## config.mk

```make
export PLATFORM = sky130hd
export DESIGN_NAME = rail_sequencer
export DESIGN_NICKNAME = d
export VERILOG_FILES = /design/src/rail_seq_pkg.sv /design/src/rail_timer_if.sv /design/src/pin_sync.sv /design/src/rail_delay_timer.sv /design/src/rail_sequencer.sv
export VERILOG_INCLUDE_DIRS = /design/src /design/src/src
export SDC_FILE = /design/constraint.sdc
export NUM_CORES = 1
export LEC_CHECK = 0
export BUFFER_PORTS_ARGS = -buffer_cell sky130_fd_sc_hd__buf_2
export CORE_MARGIN = 4
export CORE_UTILIZATION = 60
export DETAILED_ROUTE_END_ITERATION = 10
export GPL_TIMING_DRIVEN = 0
export PLACE_DENSITY = 0.78
export SETUP_SLACK_MARGIN = 0.4
export SYNTH_ARGS = -nofsm -noshare
export SYNTH_HDL_FRONTEND = slang
export SYNTH_SLANG_ARGS = --single-unit
```

## constraint.sdc

```tcl
create_clock -name REF_CLK -period 10 [get_ports REF_CLK]
set_input_delay 2 -clock REF_CLK [delete_from_list [all_inputs] [get_ports REF_CLK]]
set_output_delay 2 -clock REF_CLK [all_outputs]
set_load 0.03 [all_outputs]
```

## src/rail_seq_regs.svh

```systemverilog
// Register indices, field positions, reset values and timing counts of the rail sequencer
// Assumes a 100 MHz clock; byte address of a register is four times its index
// Function
// - Boost voltage select bits 7-6 pick 4.9, 5.0, 5.1 or 5.2 V.
// - Disabled boost connects discharge resistor only when bit 3 is set.
// - Pin-gate select 0 lets the enable bit alone control the boost.
// - Pin-gate select 1-3 ANDs the enable bit with input one, two, three.
// - Boost control bit 0 enables the boost, subject to pin gating.
// - Voltage, pin-gate, enable and delay defaults load from programmable memory.
// - First rail starts after code bits 3-0 times 0.5 ms from rising control.
// - First rail stops after code bits 7-4 times 0.5 ms from falling control.
// - Delay-scale bit set doubles every delay step to 1 ms.
// - Second rail starts after its own bits 3-0 delay from rising control.
// - Second rail stops after its own bits 7-4 delay from falling control.
// - Boost starts after boost timing bits 3-0 delay from rising control.
// - Boost stops after boost timing bits 7-4 delay from falling control.
`ifndef RAIL_SEQ_REGS_SVH
`define RAIL_SEQ_REGS_SVH
`define IDX_BOOST_CONTROL 6'h08
`define IDX_FIRST_DELAYS 6'h09
`define IDX_SECOND_DELAYS 6'h0a
`define IDX_BOOST_TIMING 6'h0b
`define IDX_SETUP 6'h10
`define IDX_STATUS 6'h11
`define RST_BOOST_CONTROL 8'h18
`define RST_DELAYS 8'h00
`define RST_SETUP 8'h00
`define BC_VSEL_MSB 7
`define BC_VSEL_LSB 6
`define BC_DISCHARGE_BIT 3
`define BC_GATE_MSB 2
`define BC_GATE_LSB 1
`define BC_ENABLE_BIT 0
`define DLY_ON_MSB 3
`define DLY_ON_LSB 0
`define DLY_OFF_MSB 7
`define DLY_OFF_LSB 4
`define SETUP_SCALE_BIT 0
`define CLK_PERIOD_NS 10
`define STEP_TIME_NS 500000
`define STEP_CYCLES (`STEP_TIME_NS / `CLK_PERIOD_NS)
`endif

```

## src/rail_seq_pkg.sv

```systemverilog
// Types shared by the rail sequencer modules
// Assumes nothing beyond a SystemVerilog compiler
package rail_seq_pkg;
	typedef logic [23:0] delay_count_t;
	typedef enum logic [3:0] {
		RAIL_OFF = 4'b0001,
		RAIL_WAIT_ON = 4'b0010,
		RAIL_ON = 4'b0100,
		RAIL_WAIT_OFF = 4'b1000
	} rail_state_t;
	// Cycles of a delay code; scale doubles the step
	function automatic delay_count_t delay_target(input logic [3:0] code, input logic scale,
		input delay_count_t step);
		delay_count_t base;
		base = delay_count_t'(delay_count_t'(code) * step);
		return scale ? delay_count_t'({base, 1'b0}) : base;
	endfunction
endpackage

```

## src/rail_timer_if.sv

```systemverilog
// Link between the register block and one rail delay timer
// Assumes both ends run on the same clock
interface rail_timer_if;
	logic ctrl;
	logic [3:0] on_code;
	logic [3:0] off_code;
	logic scale;
	logic rail_on;
	logic waiting;
	modport timer(input ctrl, on_code, off_code, scale, output rail_on, waiting);
	modport ctl(output ctrl, on_code, off_code, scale, input rail_on, waiting);
endinterface

```

## src/pin_sync.sv

```systemverilog
// Three-stage synchroniser; output follows once stages two and three agree
// Assumes asynchronous inputs and a synchronous active-high reset
module pin_sync #(
	parameter int WIDTH = 3
) (
	input wire logic clk,
	input wire logic rst,
	input wire logic [WIDTH-1:0] d,
	output logic [WIDTH-1:0] q
);
	typedef struct packed {
		logic [WIDTH-1:0] s1;
		logic [WIDTH-1:0] s2;
		logic [WIDTH-1:0] s3;
		logic [WIDTH-1:0] q;
	} sync_state_t;
	sync_state_t st_reg;
	sync_state_t st_next;
	always_comb begin
		st_next = st_reg;
		st_next.s1 = d;
		st_next.s2 = st_reg.s1;
		st_next.s3 = st_reg.s2;
		st_next.q = (~(st_reg.s2 ^ st_reg.s3) & st_reg.s3) | ((st_reg.s2 ^ st_reg.s3) & st_reg.q);
	end
	always_ff @(posedge clk) begin
		if (rst) begin
			st_reg <= '0;
		end else begin
			st_reg <= st_next;
		end
	end
	assign q = st_reg.q;
endmodule

```

## src/rail_delay_timer.sv

```systemverilog
// Startup and shutdown delay timer of one rail
// Assumes a control level from logic on the same clock
module rail_delay_timer #(
	parameter rail_seq_pkg::delay_count_t STEP = 24'h00c350
) (
	input wire logic clk,
	input wire logic rst,
	rail_timer_if.timer tif
);
	typedef struct packed {
		rail_seq_pkg::rail_state_t state;
		rail_seq_pkg::delay_count_t cnt;
		rail_seq_pkg::delay_count_t target;
		logic rail_on;
	} timer_state_t;
	timer_state_t st_reg;
	timer_state_t st_next;
	rail_seq_pkg::delay_count_t on_cycles;
	rail_seq_pkg::delay_count_t off_cycles;
	always_comb begin
		on_cycles = rail_seq_pkg::delay_target(tif.on_code, tif.scale, STEP);
		off_cycles = rail_seq_pkg::delay_target(tif.off_code, tif.scale, STEP);
		st_next = st_reg;
		case (st_reg.state)
			rail_seq_pkg::RAIL_OFF: begin
				// Rising control starts the startup delay
				if (tif.ctrl) begin
					st_next.cnt = 24'h000001;
					st_next.target = on_cycles;
					st_next.state = (on_cycles == '0) ? rail_seq_pkg::RAIL_ON :
						rail_seq_pkg::RAIL_WAIT_ON;
				end
			end
			rail_seq_pkg::RAIL_WAIT_ON: begin
				if (!tif.ctrl) begin
					st_next.state = rail_seq_pkg::RAIL_OFF;
				end else if (st_reg.cnt == st_reg.target) begin
					st_next.state = rail_seq_pkg::RAIL_ON;
				end else begin
					st_next.cnt = st_reg.cnt + 24'h000001;
				end
			end
			rail_seq_pkg::RAIL_ON: begin
				// Falling control starts the shutdown delay
				if (!tif.ctrl) begin
					st_next.cnt = 24'h000001;
					st_next.target = off_cycles;
					st_next.state = (off_cycles == '0) ? rail_seq_pkg::RAIL_OFF :
						rail_seq_pkg::RAIL_WAIT_OFF;
				end
			end
			rail_seq_pkg::RAIL_WAIT_OFF: begin
				if (tif.ctrl) begin
					st_next.state = rail_seq_pkg::RAIL_ON;
				end else if (st_reg.cnt == st_reg.target) begin
					st_next.state = rail_seq_pkg::RAIL_OFF;
				end else begin
					st_next.cnt = st_reg.cnt + 24'h000001;
				end
			end
			default: begin
				st_next.state = rail_seq_pkg::RAIL_OFF;
			end
		endcase
		st_next.rail_on = (st_next.state == rail_seq_pkg::RAIL_ON) ||
			(st_next.state == rail_seq_pkg::RAIL_WAIT_OFF);
	end
	always_ff @(posedge clk) begin
		if (rst) begin
			st_reg <= '{state: rail_seq_pkg::RAIL_OFF, cnt: '0, target: '0, rail_on: 1'b0};
		end else begin
			st_reg <= st_next;
		end
	end
	assign tif.rail_on = st_reg.rail_on;
	assign tif.waiting = (st_reg.state == rail_seq_pkg::RAIL_WAIT_ON) ||
		(st_reg.state == rail_seq_pkg::RAIL_WAIT_OFF);
endmodule

```

## src/rail_sequencer.sv

```systemverilog
// Rail enable gating and delay sequencing with a classic Wishbone register slave
// Assumes a 100 MHz REF_CLK, synchronous SYS_RST, stable default inputs at reset release
`include "rail_seq_regs.svh"
module rail_sequencer #(
	parameter rail_seq_pkg::delay_count_t STEP_CYCLES = rail_seq_pkg::delay_count_t'(`STEP_CYCLES)
) (
	input wire logic REF_CLK,
	input wire logic SYS_RST,
	input wire logic WB_CYC_I,
	input wire logic WB_STB_I,
	input wire logic WB_WE_I,
	input wire logic [7:0] WB_ADR_I,
	input wire logic [3:0] WB_SEL_I,
	input wire logic [31:0] WB_DAT_I,
	output logic [31:0] WB_DAT_O,
	output logic WB_ACK_O,
	input wire logic ENABLE_INPUT_ONE,
	input wire logic ENABLE_INPUT_TWO,
	input wire logic ENABLE_INPUT_THREE,
	input wire logic FIRST_STEP_DOWN_RAIL_CTRL,
	input wire logic SECOND_STEP_DOWN_RAIL_CTRL,
	input wire logic [7:0] OTP_BOOST_CONTROL,
	input wire logic [7:0] OTP_FIRST_DELAYS,
	input wire logic [7:0] OTP_SECOND_DELAYS,
	input wire logic [7:0] OTP_BOOST_TIMING,
	output logic BOOST_ON,
	output logic [1:0] BOOST_VOLTAGE_SELECT,
	output logic BOOST_DISCHARGE_SWITCH,
	output logic FIRST_STEP_DOWN_RAIL_ON,
	output logic SECOND_STEP_DOWN_RAIL_ON
);
	// ************************************************************
	// State
	// ************************************************************
	typedef struct packed {
		logic [7:0] boost_control;
		logic [7:0] first_delays;
		logic [7:0] second_delays;
		logic [7:0] boost_timing;
		logic [7:0] setup;
		logic loaded;
		logic ack;
		logic [31:0] rdata;
		logic discharge;
		logic [1:0] vsel;
	} seq_state_t;

	seq_state_t st_reg;
	seq_state_t st_next;

	localparam seq_state_t RESET_STATE = '{
		boost_control: `RST_BOOST_CONTROL,
		first_delays: `RST_DELAYS,
		second_delays: `RST_DELAYS,
		boost_timing: `RST_DELAYS,
		setup: `RST_SETUP,
		loaded: 1'b0,
		ack: 1'b0,
		rdata: 32'h00000000,
		discharge: 1'b0,
		vsel: 2'h0
	};

	// ************************************************************
	// Helper functions
	// ************************************************************
	// Enable bit gated by the selected external pin
	function automatic logic gated_enable(input logic enable, input logic [1:0] gate_sel,
		input logic [2:0] pins);
		logic result;
		result = 1'b0;
		case (gate_sel)
			2'h0: result = enable;
			2'h1: result = enable & pins[0];
			2'h2: result = enable & pins[1];
			2'h3: result = enable & pins[2];
			default: result = 1'b0;
		endcase
		return result;
	endfunction

	// Byte-lane 0 write merge for an eight-bit register
	function automatic logic [7:0] lane_write(input logic [7:0] old_value,
		input logic [31:0] wdata, input logic [3:0] sel);
		logic [7:0] result;
		result = sel[0] ? wdata[7:0] : old_value;
		return result;
	endfunction

	// Word index of a byte address; unaligned low bits are ignored
	function automatic logic [5:0] word_index(input logic [7:0] addr);
		logic [5:0] result;
		result = addr[7:2];
		return result;
	endfunction

	// Startup delay code of a sequence register
	function automatic logic [3:0] on_field(input logic [7:0] dly);
		logic [3:0] result;
		result = dly[`DLY_ON_MSB:`DLY_ON_LSB];
		return result;
	endfunction

	// Shutdown delay code of a sequence register
	function automatic logic [3:0] off_field(input logic [7:0] dly);
		logic [3:0] result;
		result = dly[`DLY_OFF_MSB:`DLY_OFF_LSB];
		return result;
	endfunction

	// Boost control after the default load; discharge and reserved bits keep reset
	function automatic logic [7:0] boost_default(input logic [7:0] current,
		input logic [7:0] otp);
		logic [7:0] result;
		result = current;
		result[`BC_VSEL_MSB:`BC_VSEL_LSB] = otp[`BC_VSEL_MSB:`BC_VSEL_LSB];
		result[`BC_GATE_MSB:`BC_GATE_LSB] = otp[`BC_GATE_MSB:`BC_GATE_LSB];
		result[`BC_ENABLE_BIT] = otp[`BC_ENABLE_BIT];
		return result;
	endfunction

	// ************************************************************
	// Pin synchronisers
	// ************************************************************
	logic [2:0] pins_raw;
	logic [2:0] pins_sync;

	assign pins_raw = {ENABLE_INPUT_THREE, ENABLE_INPUT_TWO, ENABLE_INPUT_ONE};

	pin_sync #(
		.WIDTH(3)
	) u_pin_sync (
		.clk(REF_CLK),
		.rst(SYS_RST),
		.d(pins_raw),
		.q(pins_sync)
	);

	// ************************************************************
	// Rail timers
	// ************************************************************
	rail_timer_if boost_tif ();
	rail_timer_if first_tif ();
	rail_timer_if second_tif ();

	logic boost_ctrl_level;
	logic scale;
	logic boost_enable_bit;
	logic [1:0] boost_gate_sel;
	logic boost_discharge_bit;
	logic [1:0] boost_vsel_field;

	assign scale = st_reg.setup[`SETUP_SCALE_BIT];
	assign boost_enable_bit = st_reg.boost_control[`BC_ENABLE_BIT];
	assign boost_gate_sel = st_reg.boost_control[`BC_GATE_MSB:`BC_GATE_LSB];
	assign boost_discharge_bit = st_reg.boost_control[`BC_DISCHARGE_BIT];
	assign boost_vsel_field = st_reg.boost_control[`BC_VSEL_MSB:`BC_VSEL_LSB];

	// Boost control level from enable bit and pin gate
	assign boost_ctrl_level = gated_enable(boost_enable_bit, boost_gate_sel,
		pins_sync);

	assign boost_tif.ctrl = boost_ctrl_level;
	assign boost_tif.on_code = on_field(st_reg.boost_timing);
	assign boost_tif.off_code = off_field(st_reg.boost_timing);
	assign boost_tif.scale = scale;

	assign first_tif.ctrl = FIRST_STEP_DOWN_RAIL_CTRL;
	assign first_tif.on_code = on_field(st_reg.first_delays);
	assign first_tif.off_code = off_field(st_reg.first_delays);
	assign first_tif.scale = scale;

	assign second_tif.ctrl = SECOND_STEP_DOWN_RAIL_CTRL;
	assign second_tif.on_code = on_field(st_reg.second_delays);
	assign second_tif.off_code = off_field(st_reg.second_delays);
	assign second_tif.scale = scale;

	rail_delay_timer #(
		.STEP(STEP_CYCLES)
	) u_boost_timer (
		.clk(REF_CLK),
		.rst(SYS_RST),
		.tif(boost_tif.timer)
	);

	rail_delay_timer #(
		.STEP(STEP_CYCLES)
	) u_first_timer (
		.clk(REF_CLK),
		.rst(SYS_RST),
		.tif(first_tif.timer)
	);

	rail_delay_timer #(
		.STEP(STEP_CYCLES)
	) u_second_timer (
		.clk(REF_CLK),
		.rst(SYS_RST),
		.tif(second_tif.timer)
	);

	// ************************************************************
	// Status word
	// ************************************************************
	typedef struct packed {
		logic [20:0] spare;
		logic [2:0] pins;
		logic boost_ctrl;
		logic second_waiting;
		logic first_waiting;
		logic boost_waiting;
		logic discharge;
		logic second_on;
		logic first_on;
		logic boost_on;
	} status_t;

	status_t status_word;

	assign status_word = '{
		spare: 21'h000000,
		pins: pins_sync,
		boost_ctrl: boost_ctrl_level,
		second_waiting: second_tif.waiting,
		first_waiting: first_tif.waiting,
		boost_waiting: boost_tif.waiting,
		discharge: st_reg.discharge,
		second_on: second_tif.rail_on,
		first_on: first_tif.rail_on,
		boost_on: boost_tif.rail_on
	};

	// ************************************************************
	// Register access
	// ************************************************************
	logic request;
	logic [5:0] index;
	logic [31:0] read_word;

	assign request = WB_CYC_I & WB_STB_I & ~st_reg.ack & st_reg.loaded;
	assign index = word_index(WB_ADR_I);

	// Read mux; unmapped indices read zero
	always_comb begin
		read_word = 32'h00000000;
		case (index)
			`IDX_BOOST_CONTROL: begin
				read_word = {24'h000000, st_reg.boost_control};
			end
			`IDX_FIRST_DELAYS: begin
				read_word = {24'h000000, st_reg.first_delays};
			end
			`IDX_SECOND_DELAYS: begin
				read_word = {24'h000000, st_reg.second_delays};
			end
			`IDX_BOOST_TIMING: begin
				read_word = {24'h000000, st_reg.boost_timing};
			end
			`IDX_SETUP: begin
				read_word = {24'h000000, st_reg.setup};
			end
			`IDX_STATUS: begin
				read_word = status_word;
			end
			default: begin
				read_word = 32'h00000000;
			end
		endcase
	end

	// ************************************************************
	// Next state
	// ************************************************************
	always_comb begin
		st_next = st_reg;
		st_next.ack = request;

		// Defaults come in once, in the first cycle after reset
		if (!st_reg.loaded) begin
			st_next.loaded = 1'b1;
			st_next.boost_control = boost_default(st_reg.boost_control,
				OTP_BOOST_CONTROL);
			st_next.first_delays = OTP_FIRST_DELAYS;
			st_next.second_delays = OTP_SECOND_DELAYS;
			st_next.boost_timing = OTP_BOOST_TIMING;
		end

		// Write takes effect at the edge that raises ack
		if (request && WB_WE_I) begin
			case (index)
				`IDX_BOOST_CONTROL: begin
					st_next.boost_control = lane_write(st_reg.boost_control, WB_DAT_I, WB_SEL_I);
				end
				`IDX_FIRST_DELAYS: begin
					st_next.first_delays = lane_write(st_reg.first_delays, WB_DAT_I, WB_SEL_I);
				end
				`IDX_SECOND_DELAYS: begin
					st_next.second_delays = lane_write(st_reg.second_delays, WB_DAT_I, WB_SEL_I);
				end
				`IDX_BOOST_TIMING: begin
					st_next.boost_timing = lane_write(st_reg.boost_timing, WB_DAT_I, WB_SEL_I);
				end
				`IDX_SETUP: begin
					st_next.setup = lane_write(st_reg.setup, WB_DAT_I, WB_SEL_I);
				end
				default: begin
					st_next.setup = st_reg.setup;
				end
			endcase
		end

		if (request && !WB_WE_I) begin
			st_next.rdata = read_word;
		end

		// Discharge path only while the registered boost output is off, so it follows the boost one cycle late
		st_next.discharge = ~boost_tif.rail_on & boost_discharge_bit;
		st_next.vsel = boost_vsel_field;
	end

	// ************************************************************
	// State register
	// ************************************************************
	always_ff @(posedge REF_CLK) begin
		if (SYS_RST) begin
			st_reg <= RESET_STATE;
		end else begin
			st_reg <= st_next;
		end
	end

	// ************************************************************
	// Outputs
	// ************************************************************
	assign WB_ACK_O = st_reg.ack;
	assign WB_DAT_O = st_reg.rdata;
	assign BOOST_ON = boost_tif.rail_on;
	assign BOOST_VOLTAGE_SELECT = st_reg.vsel;
	assign BOOST_DISCHARGE_SWITCH = st_reg.discharge;
	assign FIRST_STEP_DOWN_RAIL_ON = first_tif.rail_on;
	assign SECOND_STEP_DOWN_RAIL_ON = second_tif.rail_on;
endmodule

```

Word level (Yosys, flattened, before mapping)
Cells that the tools add are included. W data, S select, Z words.

Register bits after elaboration: 248. Logic and storage cells: 185.

Add/sub/neg operators: 3. $mul: 6. Equality and inequality tests: 46. Mux-type cells: 61. Bitwise gates (word level): 14. Reduce and logical (&&, ||, !) cells: 29.

Operator list (count): $mux W52 (6); $pmux W24 S4 (3); $mux W24 (9); $logic_not A24 Y1 (6); $pmux W24 S2 (3); $mux W21 (6); $mul A4 B12 Y16 const B (6); $add A24 B1 Y24 const B (3); $eq A24 B24 Y1 (3); $pmux W11 S6 (1); $mux W32 (2); $mux W4 (15); $mux W8 (7); $pmux W4 S4 (3); $mux W40 (1); $mux W37 (1); $eq A4 B3 Y1 const B (6); $eq A4 B4 Y1 const B (6); $eq A6 B4 Y1 const B (4); $ne A2 B2 Y1 const B (10); $reduce_and A5 Y1 (3); $eq A4 B1 Y1 const B (3); $eq A4 B2 Y1 const B (3); $eq A6 B5 Y1 const B (2); 19 further kinds (47).

Depth between registers and ports, before layout
Depth in word-level cells: 8. Depth in mapped cells: 14. Depth with buffers taken out: 13.

By module
Synthesis repeated with hierarchy kept, for this count alone.

Cell total of the unflattened synthesis: 2055. Area, all modules: 16573.4 um^2.

By module, submodules not included: rail_delay_timer (u_boost_timer) (instances 1, cells an instance 557, area an instance 4357.9 um^2); rail_delay_timer (u_second_timer) (instances 1, cells an instance 548, area an instance 4356.7 um^2); rail_delay_timer (u_first_timer) (instances 1, cells an instance 542, area an instance 4189.0 um^2); rail_sequencer (instances 1, cells an instance 374, area an instance 3259.4 um^2); pin_sync (instances 1, cells an instance 34, area an instance 410.4 um^2).

Worst setup path before layout
Ideal clock, no wire load.

Path type: input port to flip-flop. From: input SECOND_STEP_DOWN_RAIL_CTRL. To: register u_second_timer.st_reg[40] (netlist bit). Library setup time: 128 ps. Data arrival time: 3688 ps. Path slack: 6184 ps. Stages: 10. Buffers on the path: 2. Cells stage by stage: clkbuf_1 nor2b_1 a21oi_1 a2bb2oi_1 o32ai_2 o211ai_2 buf_2 nor4_1 xnor2_1 nor2_1.

Cells in the longest elaborated chain, start to end: 2. Elaborated cells between the ends (all ways): 5.

RTL lines: start: declaration (line rail_sequencer.sv:21) `input wire logic SECOND_STEP_DOWN_RAIL_CTRL,`; $ne A2 B2 Y1 (no line); $reduce_and A5 Y1 (no line) (*); end signal: assignment (line rail_delay_timer.sv:70) `st_reg <= '{state: rail_seq_pkg::RAIL_OFF, cnt: '0, target: '0, rail_on: 1'b0};`; end signal: assignment (line rail_delay_timer.sv:72) `st_reg <= st_next;`; end: declaration (line rail_delay_timer.sv:16) `timer_state_t st_reg;`.

Every way passes the cells marked *; elsewhere a longest branch is shown, timed or not. A chain may end at the register's enable or synchronous reset.

Final worst setup path
From: register st_reg (netlist bit boost_tif.on_code[2]). To: register u_boost_timer.st_reg[50] (netlist bit).

Cells in the longest elaborated chain, start to end: 6.

RTL lines: start: declaration (line rail_sequencer.sv:48) `seq_state_t st_reg;`; start signal: assignment (line rail_sequencer.sv:328) `st_reg <= st_next;`; $mul A4 B12 Y16 (line rail_seq_pkg.sv:15) `base = delay_count_t'(delay_count_t'(code) * step);`; $mux W21 (line rail_seq_pkg.sv:16) `return scale ? delay_count_t'({base, 1'b0}) : base;`; $logic_not A24 Y1 (line rail_delay_timer.sv:30) `st_next.state = (on_cycles == '0) ? rail_seq_pkg::RAIL_ON :`; $mux W3 (line rail_delay_timer.sv:30); $mux W52 (line rail_delay_timer.sv:27) `if (tif.ctrl) begin`; $pmux W4 S4 (line rail_delay_timer.sv:24) `case (st_reg.state)`; end signal: assignment (line rail_delay_timer.sv:70); end signal: assignment (line rail_delay_timer.sv:72); end: declaration (line rail_delay_timer.sv:16).

No other way between the ends. The select of a mux whose other input is x is not followed.

==> impl_metrics.env <==
export IMPL_outcome="complete, no violations"
export IMPL_postCtsSetupRepairBufs=0
export IMPL_critPathKind="reg2reg"
export IMPL_viasPerCell=6.459
export IMPL_hold_viol_final=0
export IMPL_synth_warnings=0
export IMPL_fin_worst_skew_ns=0.01257
export IMPL_tritoncts="done"
export IMPL_initial_core_util=0.6096
export IMPL_n_antenna_cell=0
export IMPL_clock_latency_ns=0.53
export IMPL_grt_max_degree=14
export IMPL_synth_flop_cell="dfxtp_1"
export IMPL_setup_viol=0
export IMPL_critPathLaunchType="register"
export IMPL_drt_initial_drc_count=1851
export IMPL_syn_to_final_growth_pct=10.50
export IMPL_layout_nets=2246
export IMPL_internal_power_mw=1.521
export IMPL_postPlaceCellArea_sq_mm=0.01618
export IMPL_avgSynthCellArea_sq_um=7.945
export IMPL_fin_area_sq_mm=0.01696
export IMPL_timing_setup_tns_ns=0
export IMPL_postSynth_asyncResetShare=0
export IMPL_min_period_over_period=0.4214
export IMPL_hold_depth=1
export IMPL_rsz0062_at_grt="false"
export IMPL_p_switching_mw=0.6669
export IMPL_path_cells="inv_1, ha_1, inv_1, ha_1, ha_1, and3_1, a221oi_2, or3_1, a311oi_1, nand2_1, a2111oi_2, o21ai_0, and2_1"
export IMPL_holdCritPathClass="reg2reg"
export IMPL_r2r_cells=13
export IMPL_p_per_area_mw_per_mm2=129.0
export IMPL_ys_seq_area_frac=0.2687
export IMPL_pin_count=125
export IMPL_grt_usage=0.3200
export IMPL_drcViolationCount=0
export IMPL_synth_cell_types=93
export IMPL_p_leak_nw=6.896
export IMPL_worstReg2RegStart="boost_tif.on_code[2]"
export IMPL_m1WireLength_mm=19.83
export IMPL_cts_hold_buf=0
export IMPL_nFillCells=2192
export IMPL_dieArea_sq_mm=0.02821
export IMPL_combPwrFrac=0.194
export IMPL_total_power_mw=2.188
export IMPL_required_ns=10.42
export IMPL_critPathArrivalTime_ns=4.64
export IMPL_clock_root_buffer="clkbuf_16"
export IMPL_numCtsBuffers=24
export IMPL_worstPathMaxFanout=8
export IMPL_core_area_sq_mm=0.02518
export IMPL_drt_pass1_iterations=5
export IMPL_slew_viol_final=0
export IMPL_synth_edff_count=0
export IMPL_ir_drop_mv=0.1513
export IMPL_syn_inst=1932
export IMPL_min_period_ns=4.214
export IMPL_overflow=0
export IMPL_path_clk_slew_ns=0.06
export IMPL_place_congestion=0.9610
export IMPL_antenna_found_initial=0
export IMPL_cap_viol_max_count=0
export IMPL_netlist_area_sq_mm=0.01535
export IMPL_wl_met3_mm=5.009
export IMPL_io_buffers=68
export IMPL_crit_slowest_cell="a2111oi_2"
export IMPL_clock_sinks=206
export IMPL_routedWlPerCell_um=19.84
export IMPL_whs_endpoint="u_pin_sync.st_next[5]"
export IMPL_path_common_cell="ha_1"
export IMPL_hold_slack_ns=0.4449
export IMPL_routed_wl_mm=47.49
export IMPL_die_y_um=167.9
export IMPL_via_count=15460
export IMPL_switching_share=0.3048
export IMPL_highest_layer="met4"
export IMPL_clkPwrFrac=0.400
export IMPL_reg2reg_to="u_boost_timer.st_reg[50]"
export IMPL_wl_met2_mm=20.41
export IMPL_dp_hpwl_mm=35.86
export IMPL_drive_gt1_frac=0.09593
export IMPL_critPathMaxStageDelay_ns=0.67
export IMPL_min_delay_start="u_pin_sync.st_next[8]"
export IMPL_drtAntennaViolNets=0
export IMPL_cts_max_level=1
export IMPL_power_frac_seq=0.407
export IMPL_ctsResizeCount=0
export IMPL_slew_headroom=0.2703
export IMPL_grt_pass1_vias=14270
export IMPL_core_rowCount=58
export IMPL_r2r_setup_slack_ns=5.79
export IMPL_fmax_mhz=237.3
export IMPL_tightest_slew_ns=1.085
export IMPL_die_w_um=167.9
export IMPL_clockBufferDepth=3
export IMPL_synth_seq_cells=206
export IMPL_grt_pass1_wl_mm=74.73
export IMPL_end_kind="register"
[power by group through the flow]
| stage | combinational [mW] | clock [mW] | sequential [mW] |
|---|---|---|---|
| after detailed placement | 0.409 | 0 | 0.906 |
| after global routing | 0.462 | 0.912 | 0.891 |
| after CTS | 0.412 | 0.878 | 0.888 |
| after floorplan | 0.303 | 0 | 0.893 |
| final | 0.424 | 0.875 | 0.890 |
| after global placement | 0.400 | 0 | 0.905 |
[critical path: cells and delay by family (launching register included)]
family,cells,cell delay (ns)
AO/OA/AOI/OAI,4,1.40
flip-flops,1,0.58
buffers and inverters,2,0.13
AND/OR/NAND/NOR,4,0.92
adder cells (fa/ha/maj),3,1.08
[cell usage in the layout (no fill, tap or decap), types with 23 or more instances in the layout]
master     netlist  routed
clkbuf_1        88      94
clkbuf_16        0      24
or3_1           27      27
a21oi_1         98      98
nor2_1         230     230
a221oi_1        41      41
nor2b_1         55      55
xnor2_1         86      86
ha_1           114     114
nand2_1        141     141
buf_4           35      35
buf_2           13      81
o211ai_1        24      24
dfxtp_1        206     206
nand3_1         48      48
o21ai_0         99      99
nor3_1          52      52
and3_1          23      23
inv_1           62      62
mux2i_1         55      55
xor2_1          64      64
nand4_1         31      31
[cells in the mapped netlist (5+ instances only)]
master | n | area share
nand2_1 | 141 | 0.034
nand4_1 | 31 | 0.013
and2_1 | 20 | 0.0082
a22oi_1 | 6 | 0.0029
clkbuf_1 | 88 | 0.022
and4b_1 | 6 | 0.0039
nand3_1 | 48 | 0.016
xor2_1 | 64 | 0.037
mux2_2 | 12 | 0.0088
nor3b_1 | 10 | 0.0049
xnor2_1 | 86 | 0.049
buf_4 | 35 | 0.017
a222oi_1 | 5 | 0.0033
nand2b_1 | 11 | 0.0045
inv_1 | 62 | 0.015
dfxtp_1 | 206 | 0.27
o21ai_0 | 99 | 0.032
mux2i_1 | 55 | 0.036
nor2b_1 | 55 | 0.022
o221ai_1 | 20 | 0.011
a211oi_1 | 20 | 0.0098
a31oi_1 | 21 | 0.0086
nand4b_1 | 5 | 0.0029
nand3b_1 | 7 | 0.0034
nor3_1 | 52 | 0.017
a22o_1 | 6 | 0.0034
ha_1 | 114 | 0.093
nor4_1 | 22 | 0.0090
buf_2 | 13 | 0.0042
or3_1 | 27 | 0.011
a21o_1 | 19 | 0.0093
a221oi_1 | 41 | 0.023
o21a_1 | 6 | 0.0029
buf_1 | 11 | 0.0027
and4_1 | 6 | 0.0034
or4_1 | 22 | 0.011
a31o_2 | 5 | 0.0029
o211ai_1 | 24 | 0.012
and3_1 | 23 | 0.0094
o22ai_1 | 10 | 0.0041
nor2_1 | 230 | 0.056
a21oi_1 | 98 | 0.032
[worst max path at each step]
stage                                           from                        end  slack [ns]  cells after the start
final                           boost_tif.on_code[2]   u_boost_timer.st_reg[50]        5.79                     13
after global routing            boost_tif.on_code[2]  u_boost_timer.tif.rail_on        5.70                     13
after CTS                       first_tif.on_code[1]  u_first_timer.tif.rail_on        5.96                     13
after detailed placement   FIRST_STEP_DOWN_RAIL_CTRL   u_first_timer.st_reg[25]        5.53                     12
after global placement     FIRST_STEP_DOWN_RAIL_CTRL   u_first_timer.st_reg[25]        5.61                     12
after floorplan           SECOND_STEP_DOWN_RAIL_CTRL  u_second_timer.st_reg[40]        6.18                     10
[layout make-up]
cell class / count / area (sq um) / area share
Buffer: 149 / 721.9 / 0.04256
Sequential cell: 206 / 4124 / 0.2431
Clock buffer: 32 / 650.6 / 0.03836
Clock inverter: 12 / 126.4 / 0.007451
Multi-Input combinational cell: 1535 / 10350 / 0.6104
Tap cell: 330 / 412.9 / 0.02434
Inverter: 62 / 232.7 / 0.01372
Timing Repair Buffer: 68 / 340.3 / 0.02006
[layer usage]
metal | vias up | track usage
met4 | 0 | 0.1309
met1 | 7209 | 0.4422
met2 | 881 | 0.4951
li1 | 7207 | -
met3 | 166 | 0.05776
met5 | - | 0
[stage by stage]
step             util  cells  setup WS [ns]
2_1_floorplan       -   1952          6.184
3_3_place_gp   0.6425   2350          5.607
3_5_place_dp   0.6425   2350          5.532
4_1_cts        0.6733   2394          5.963
5_1_grt        0.6736   2394          5.703
6_report       0.6736   2394          5.786
[cells by family (layout without fill, tap and decap cells)]
logic type / after synthesis / count (layout) / synth area share
AND/OR/NAND/NOR: 738 / 738 / 0.2433
AO/OA/AOI/OAI: 440 / 440 / 0.1956
buffers and inverters: 211 / 323 / 0.06219
flip-flops: 206 / 206 / 0.2687
XOR/XNOR: 150 / 150 / 0.08559
adder cells (fa/ha/maj): 114 / 114 / 0.09292
multiplexers: 72 / 72 / 0.05152
other: 1 / 21 / 0.0002443
Note: power is estimated with default switching activity, not from simulation.
